===== src/verilog/cmp_ctrl_pkg.sv =====
// constants for the comparator control block
package cmp_ctrl_pkg;
  // register byte addresses
  localparam logic [11:0] ADDR_CTRL_STATUS = 12'h000;
  localparam logic [11:0] ADDR_AUX_CTRL = 12'h004;
  localparam logic [11:0] ADDR_IRQ_STATUS = 12'h008;
  localparam logic [11:0] ADDR_IRQ_ENABLE = 12'h00C;
  localparam logic [11:0] ADDR_IRQ_CLEAR = 12'h010;
  // control/status bit positions
  localparam int BIT_POWER_OFF = 7;
  localparam int BIT_BANDGAP = 6;
  localparam int BIT_SYNC_OUT = 5;
  localparam int BIT_EVENT_FLAG = 4;
  localparam int BIT_IRQ_EN = 3;
  localparam int BIT_CAPTURE = 2;
  localparam int BIT_EDGE_HI = 1;
  localparam int BIT_EDGE_LO = 0;
  // aux control bit positions
  localparam int BIT_CONV_EN = 7;
  localparam int BIT_MUX_EN = 6;
  localparam int BIT_NEG_BUF_OFF = 4;
  localparam int BIT_POS_BUF_OFF = 3;
  localparam int BIT_CHAN_LSB = 0;
  localparam int CHAN_W = 3;
  // reset values and edge select codes
  localparam logic [7:0] CTRL_RESET = 8'h00;
  localparam logic [7:0] AUX_RESET = 8'h00;
  localparam logic [1:0] EDGE_TOGGLE = 2'h0;
  localparam logic [1:0] EDGE_RSVD = 2'h1;
  localparam logic [1:0] EDGE_FALL = 2'h2;
  localparam logic [1:0] EDGE_RISE = 2'h3;
endpackage


===== src/verilog/comparator_control_logic.sv =====
// comparator control logic: sync, edge flag, irq, input routing, apb registers
//
// Summary of operation
// [RL1] comparator result is two-flop synchronised, 1-2 cycle latency, then readable
// [RL2] edge field: 00 toggle, 10 falling, 11 rising, 01 reserved no event
// [RL3] event flag set by hardware on the selected synchronised edge
// [RL4] interrupt requested only with flag, enable bit and global enable; irq_o uses flag and irq_en_mask only
// [RL5] flag cleared when the processor executes the comparator vector
// [RL6] writing one to flag bit clears it, zero leaves it
// [RL7] power-off bit switches comparator power off, writable any time
// [RL8] software drops irq enable before changing the power-off bit
// [RL9] software drops irq enable before changing the edge field
// [RL10] bandgap select routes reference to positive input, else positive pin
// [RL11] capture route bit feeds comparator output to timer capture trigger
// [RL12] routed output goes through the capture noise canceller and edge select
// [RL13] mux enable and converter off: channel field picks negative input
// [RL14] software clears converter power reduction before using the input mux
// [RL15] buffer-off bits disable pin input buffers and force port bits zero
// [RL16] converter enable bit gates use of the converter mux by comparator
// [RL17] edges compare synchronised output with previous clock value
`timescale 1ns/1ps
module comparator_control_logic
  import cmp_ctrl_pkg::*;
(
  // clock and reset
  input wire logic core_clk_i,
  input wire logic rst_n_i,
  // apb slave
  input wire logic psel_i,
  input wire logic penable_i,
  input wire logic pwrite_i,
  input wire logic [11:0] paddr_i,
  input wire logic [31:0] pwdata_i,
  output logic [31:0] prdata_o,
  output logic pready_o,
  output logic pslverr_o,
  // analog core
  input wire logic cmp_raw_i,
  output logic cmp_power_off_o,
  output logic bandgap_select_o,
  output logic neg_use_mux_o,
  output logic [2:0] neg_channel_o,
  // cpu interrupt
  input wire logic global_irq_enable_i,
  input wire logic vector_ack_i,
  output logic cmp_irq_o,
  output logic irq_o,
  // timer capture
  output logic capture_trigger_o,
  output logic capture_select_o,
  // pin digital buffers
  input wire logic pos_pin_digital_i,
  input wire logic neg_pin_digital_i,
  output logic pos_pin_port_o,
  output logic neg_pin_port_o,
  output logic pos_buf_enable_o,
  output logic neg_buf_enable_o
);

  // ****************************************
  // state
  // ****************************************
  logic sync_a, sync_b, sync_prev;
  logic [7:0] ctrl, aux;
  logic flag;
  logic irq_en_mask;
  logic next_sync_a, next_sync_b, next_sync_prev;
  logic [7:0] next_ctrl, next_aux;
  logic next_flag, next_irq_en_mask;
  logic [31:0] next_prdata;

  function automatic logic edge_hit(input logic [1:0] sel, input logic cur, input logic prev);
    logic hit;
    hit = 1'b0;
    unique case (sel)
      EDGE_TOGGLE: hit = cur ^ prev;
      EDGE_FALL: hit = prev & ~cur;
      EDGE_RISE: hit = cur & ~prev;
      default: hit = 1'b0;
    endcase
    return hit;
  endfunction

  logic wr_en, rd_en, mapped;
  logic event_hit;
  logic clr_sw;

  assign wr_en = psel_i & penable_i & pwrite_i;
  // read data is registered in the setup cycle, so it already stands
  // at the edge where the master samples pready in the access phase
  assign rd_en = psel_i & ~penable_i & ~pwrite_i;
  assign mapped = (paddr_i == ADDR_CTRL_STATUS) || (paddr_i == ADDR_AUX_CTRL) ||
                  (paddr_i == ADDR_IRQ_STATUS) || (paddr_i == ADDR_IRQ_ENABLE) ||
                  (paddr_i == ADDR_IRQ_CLEAR);
  assign pready_o = 1'b1;
  assign pslverr_o = psel_i & penable_i & ~mapped;

  // ****************************************
  // next state
  // ****************************************
  always_comb begin
    // [RL1] two-flop synchroniser
    next_sync_a = cmp_raw_i;
    next_sync_b = sync_a;
    // [RL17] previous synchronised value
    next_sync_prev = sync_b;
    // [RL2] edge select decode
    event_hit = edge_hit(ctrl[BIT_EDGE_HI:BIT_EDGE_LO], sync_b, sync_prev);
    clr_sw = 1'b0;
    next_ctrl = ctrl;
    next_aux = aux;
    next_irq_en_mask = irq_en_mask;
    if (wr_en && paddr_i == ADDR_CTRL_STATUS) begin
      // [RL7] power-off and other control bits writable any time
      next_ctrl = pwdata_i[7:0];
      // [RL6] write one to flag position clears
      clr_sw = pwdata_i[BIT_EVENT_FLAG];
    end
    if (wr_en && paddr_i == ADDR_AUX_CTRL) begin
      next_aux = pwdata_i[7:0];
    end
    if (wr_en && paddr_i == ADDR_IRQ_ENABLE) begin
      next_irq_en_mask = pwdata_i[0];
    end
    if (wr_en && paddr_i == ADDR_IRQ_CLEAR) begin
      clr_sw = clr_sw | pwdata_i[0];
    end
    next_ctrl[BIT_SYNC_OUT] = 1'b0;
    next_ctrl[BIT_EVENT_FLAG] = 1'b0;
    next_aux[5] = 1'b0;
    // [RL3] hardware set wins over [RL5] vector clear and software clear
    if (event_hit) begin
      next_flag = 1'b1;
    end else if (clr_sw || vector_ack_i) begin
      next_flag = 1'b0;
    end else begin
      next_flag = flag;
    end
    next_prdata = 32'h0000_0000;
    if (rd_en) begin
      unique case (paddr_i)
        ADDR_CTRL_STATUS: begin
          next_prdata[7:0] = ctrl;
          next_prdata[BIT_SYNC_OUT] = sync_b;
          next_prdata[BIT_EVENT_FLAG] = flag;
        end
        ADDR_AUX_CTRL: next_prdata[7:0] = aux;
        ADDR_IRQ_STATUS: next_prdata[0] = flag;
        ADDR_IRQ_ENABLE: next_prdata[0] = irq_en_mask;
        default: next_prdata = 32'h0000_0000;
      endcase
    end
  end

  // ****************************************
  // registers
  // ****************************************
  always_ff @(posedge core_clk_i or negedge rst_n_i) begin
    if (!rst_n_i) begin
      sync_a <= 1'b0;
      sync_b <= 1'b0;
      sync_prev <= 1'b0;
      ctrl <= CTRL_RESET;
      aux <= AUX_RESET;
      flag <= 1'b0;
      irq_en_mask <= 1'b0;
      prdata_o <= 32'h0000_0000;
    end else begin
      sync_a <= next_sync_a;
      sync_b <= next_sync_b;
      sync_prev <= next_sync_prev;
      ctrl <= next_ctrl;
      aux <= next_aux;
      flag <= next_flag;
      irq_en_mask <= next_irq_en_mask;
      prdata_o <= next_prdata;
    end
  end

  // ****************************************
  // outputs
  // ****************************************
  // [RL4] cmp_irq_o gated by flag, enable bit and global enable; irq_o by flag and irq_en_mask only
  assign cmp_irq_o = flag & ctrl[BIT_IRQ_EN] & global_irq_enable_i;
  assign irq_o = flag & irq_en_mask;
  // [RL7] power control to analog core
  assign cmp_power_off_o = ctrl[BIT_POWER_OFF];
  // [RL10] positive input source
  assign bandgap_select_o = ctrl[BIT_BANDGAP];
  // [RL13] negative mux only while converter is off
  // [RL16] converter enable gates mux use
  assign neg_use_mux_o = aux[BIT_MUX_EN] & ~aux[BIT_CONV_EN];
  assign neg_channel_o = neg_use_mux_o ? aux[BIT_CHAN_LSB +: CHAN_W] : 3'h0;
  // [RL11] capture routing, [RL12] timer front end filters it like a pin
  assign capture_select_o = ctrl[BIT_CAPTURE];
  assign capture_trigger_o = ctrl[BIT_CAPTURE] & sync_b;
  // [RL15] buffer disable forces port reads low
  assign pos_buf_enable_o = ~aux[BIT_POS_BUF_OFF];
  assign neg_buf_enable_o = ~aux[BIT_NEG_BUF_OFF];
  assign pos_pin_port_o = pos_pin_digital_i & ~aux[BIT_POS_BUF_OFF];
  assign neg_pin_port_o = neg_pin_digital_i & ~aux[BIT_NEG_BUF_OFF];
endmodule


===== config.mk =====
export PLATFORM = sky130hd
export DESIGN_NAME = comparator_control_logic
export DESIGN_NICKNAME = d
export VERILOG_FILES = /design/src/verilog/cmp_ctrl_pkg.sv /design/src/verilog/comparator_control_logic.sv
export SDC_FILE = /design/constraint.sdc
export NUM_CORES = 1
export LEC_CHECK = 0
export CAP_MARGIN = 0
export CORE_ASPECT_RATIO = 0.8
export CORE_MARGIN = 5
export CORE_UTILIZATION = 55
export DETAILED_ROUTE_END_ITERATION = 8
export DONT_BUFFER_PORTS = 1
export PLACE_DENSITY = 0.67
export SYNTH_ARGS = -nofsm -noshare
export SYNTH_HDL_FRONTEND = slang
export SYNTH_SLANG_ARGS = --single-unit

===== constraint.sdc =====
create_clock -name core_clk_i -period 2 [get_ports core_clk_i]
set_input_delay 0.4 -clock core_clk_i [delete_from_list [all_inputs] [get_ports core_clk_i]]
set_output_delay 0.4 -clock core_clk_i [all_outputs]
set_load 0.02 [all_outputs]

---- After elaboration in Yosys (flattened, before gate mapping) ----
Cells that the tools add are included.
W data, S select, Z words.
storage, ports and cells
  bits in registers ....................... 50
  bits of input ports ..................... 54
  logic and storage cells ................. 59
operators by class
  reduce and logical (&&, ||, !) cells .... 12
  muxes and demuxes ....................... 9
  eq/ne operators ......................... 6
  bitwise logic cells ..................... 24
operators by type and width
  cell                   count
  $eq A12 B4 Y1 const B  2
  $and A1 B1 Y1          14
  $pmux W7 S2            1
  $eq A12 B3 Y1 const B  1
  $eq A12 B5 Y1 const B  1
  $logic_not A12 Y1      1
  $mux W8                1
  $not A1 Y1             8
  $logic_or A1 B1 Y1     5
  $eq A2 B2 Y1 const B   2
  $logic_and A1 B1 Y1    4
  $mux W1                4
  $pmux W1 S4            1
  $mux W3                1
  $pmux W1 S3            1
  $logic_not A2 Y1       1
  $reduce_bool A2 Y1     1
  $or A1 B1 Y1           1
  $xor A1 B1 Y1          1

---- Depth between registers and ports, before layout ----
  word-level depth ........................ 9
  depth in mapped cells ................... 5
  depth with buffers taken out ............ 5

---- Worst setup path before layout ----
Ideal clock, no wire load.
  path type ............................... input port to flip-flop
  from .................................... in paddr_i[9]
  to ...................................... reg aux[0]
  data arrival time ....................... 1800 ps
  library setup time ...................... 125 ps
  slack ................................... 75 ps
  cell stages on the path ................. 3
  cells stage by stage .................... or4_4 > nor4_4 > mux2_2
between the ends
  cells in the longest elaborated chain, start to end .. 2
RTL lines
  element               line                             text
  from (decl)           comparator_control_logic.sv:32   input wire logic [11:0] paddr_i,
  $eq A12 B3 Y1         comparator_control_logic.sv:119  if (wr_en && paddr_i == ADDR_AUX_CTRL) begin
  $logic_and A1 B1 Y1   comparator_control_logic.sv:119
  to (signal assigned)  comparator_control_logic.sv:173  aux <= next_aux;
  to (decl)             comparator_control_logic.sv:64   logic [7:0] ctrl, aux;
Every way passes these cells.
A chain may end at the register's enable or synchronous reset.

---- Final worst setup path ----
  from .................................... reg aux[7]
  to ...................................... out neg_channel_o[0]
between the ends
  cells in the longest elaborated chain, start to end .. 3
RTL lines
  element        line                             text
  $not A1 Y1     comparator_control_logic.sv:192  assign neg_use_mux_o = aux[BIT_MUX_EN] & ~aux[BIT_CONV_EN];
  $and A1 B1 Y1  comparator_control_logic.sv:192
  $mux W3        comparator_control_logic.sv:193  assign neg_channel_o = neg_use_mux_o ? aux[BIT_CHAN_LSB +: CHAN_W] : 3'h0;
  to (decl)      comparator_control_logic.sv:42   output logic [2:0] neg_channel_o,
Every way passes these cells.

==> reports/results.ini <==
[status]
status = finished, final reports clean

[global_route]
antenna_found_initial = 0
grt_pass1_wl_um = 4660
grtUsageTotal_pct = 16.0
grt_max_degree = 27
first_global_vias = 981
grt.overflow.total = 0

[clock_network]
cts_made_buffers = 3
cts_root_buf = clkbuf_4
numClockSinks = 26
clockBufferDepth = 2
clk_latency_ns = 0.32
clkTransAtPathRegs_ns = 0.14
cts_max_level = 1
cts_tree = yes

[cells_and_area]
mostFrequentLayoutCells = dfrtp_1, conb_1, mux2_2
area_growth_pct = 3.59
drive_gt1_share_pct = 20.4
multiInputGateArea_sq_um = 691
nNetsFinal = 194
final_area_sq_um = 1520
fillers = 216
diodes = 0
seq_area_sq_um = 651
layout_commonest_cell = dfrtp_1

[timing]
max_freq_mhz = 603
worstMarginPinSlew_ns = 0.543
tns_ns = 0
rsz0062_at_grt = no
fin_skew_ns = 0.00808
setup_viol = 0
relSlewSlack_pct = 63.3
hold_slack_ns = 0.0878
fin_crit_ns = 1.66
drv_slew = 0
fin_crit_sh_pct = 83.0
finalHoldViolCount = 0

[yosys]
syn_area_per_cell_sq_um = 11.3
muxShareOfSynthArea_pct = 17.1
yosysWarnings = 0
synth_top_family_by_area = simple AND/OR/NAND/NOR gates
synth-edff-count = 0
synthSimpleGateAreaFrac_pct = 19.3
yosysUniqueCellTypes = 32
synth-compound-area-share_pct = 2.65
ys.flop_type = dfrtp_1
synth_fa_ha_area_share_pct = 1.71
synth-seq-area-share_pct = 44.4
synth_xor_area_share_pct = 0
async_flop_share_pct = 100
syn_area_sq_um = 1470
synth_cells = 130
yosys_register_bits = 26

[placed_design]
dp_hpwl_um = 2200
place_area_sq_um = 1440
io_buffers = 0
gp_congestion = 0.895

[route]
drc = 0
vias = 939
wl_per_cell_um = 16.3
ant_nets = 0
via_per_inst = 5.43
firstDrtPassIters = 4
wirelength_um = 2830
drt-initial-drc-count = 34

[pwr]
ir_worst_vdd_mv = 0.473
powerDensity_nw_per_um2 = 653
leakagePower_uw = 0.000740

[die]
core_sq_um = 2500
die_w_um = 67.7
start_util_pct = 58.5
die_h_um = 56.2
placementRows = 16
die_area_sq_um = 3800
io_pins = 102

[setup_path]
crit_arrival_ns = 1.26
ff2ff_path_depth = 4
path_max_fanout = 4
critPathKind = reg -> out
worst_setup_path_end_kind = output port
worstSetupStartpointType = flop
crit_required_ns = 1.60

[run]
cap_viol_max_count = 0

[hold_path]
hold_path_class = in -> reg
hold-path-cell-count = 0

-- path summary, 6_finish.rpt --
kind                            slack, ns                startpoint                        to
min in group asynchronous            0.51                   rst_n_i       ctrl[2]$_DFFE_PN0N_
worst max-delay path                 0.34        aux[7]$_DFFE_PN0P_          neg_channel_o[0]
worst min-delay path                 0.09                 cmp_raw_i     next_sync_b$_DFF_PN0_
worst max register to register       0.83  next_sync_prev$_DFF_PN0_          flag$_DFFE_PN0P_
max in group asynchronous            1.34                   rst_n_i     prdata_o[2]$_DFF_PN0_
worst min register to register       0.37     next_sync_b$_DFF_PN0_  next_sync_prev$_DFF_PN0_
-- flip-flops by register name, indices dropped and copies added, names as in the netlist --
signal          flops
next_sync_b         1
flag                1
next_sync_prev      1
ctrl                6
irq_en_mask         1
prdata_o            8
aux                 7
sync_prev           1
-- logic make-up after synthesis --
logic type | count (synthesis)
DFF | 26
muxes | 23
other | 2
and+or+nand+nor | 41
AOI/OAI and AO/OA | 5
buffers and inverters | 31
adders and majority gates | 2
-- worst max-delay path, cell delays in order, from the launching register on --
cell and delay, ns:
dfrtp_1 0.43, nor2b_1 0.22, and2_1 0.29
-- through the flow --
stage                     setup WS (ns)  utilization [%]  power (uW)  cells
after floorplan                  0.0753                -         665    153
after global placement           0.0755             57.4         629    167
after detailed placement         0.0476             57.4         630    167
after CTS                         0.290             60.7        1010    173
after global routing              0.196             60.7        1030    173
final                             0.341             60.7         992    173
-- synth_stat cells (all sizes together) (2+ instances only) --
master	count	area, sq um
nor2b	4	25.0
ha	2	25.0
nor3	3	15.0
mux2i	7	70.1
inv	5	18.8
buf	25	188
nor2	7	26.3
or3	2	12.5
and2	5	31.3
conb	2	7.51
or4	2	18.8
nor4	4	55.1
dfrtp	26	651
mux2	16	180
nand4b	2	17.5
nand3	3	15.0
nand2b	2	12.5
-- per-layer routing --
layer	up-vias	wire (um)	part of all wire [%]	global-route usage, %
met5	-	0	0	0
met4	0	36	1.3	3.18
met3	6	382	14	7.47
met2	64	1310	46	26.1
met1	447	1100	39	19.2
li1	422	-	-	-
-- what timing repair did --
action | in CTS | in global routing
hold buffers | 2 | 0
hold endpoints to repair | 26 | 0
buffers inserted | 0 | 0
gates resized for setup | 0 | 0
-- layout make-up --
type                       instances  area share, %
timing repair buffer               6           3.96
clock inverter                     1           1.98
clock buffer                       3           1.48
tap                               36           2.97
inverter                           5           1.24
sequential                        26           42.9
multi-input combinational         96           45.5
-- report_power, final --
part | switching (uW) | internal, uW | leakage, uW | total (uW)
Combinational | 74.4 | 27.2 | 0.000359 | 102
Sequential | 4.67 | 531 | 0.000353 | 536
Clock | 151 | 203 | 0.0000279 | 354
Note: power is estimated with default switching activity, not from simulation.
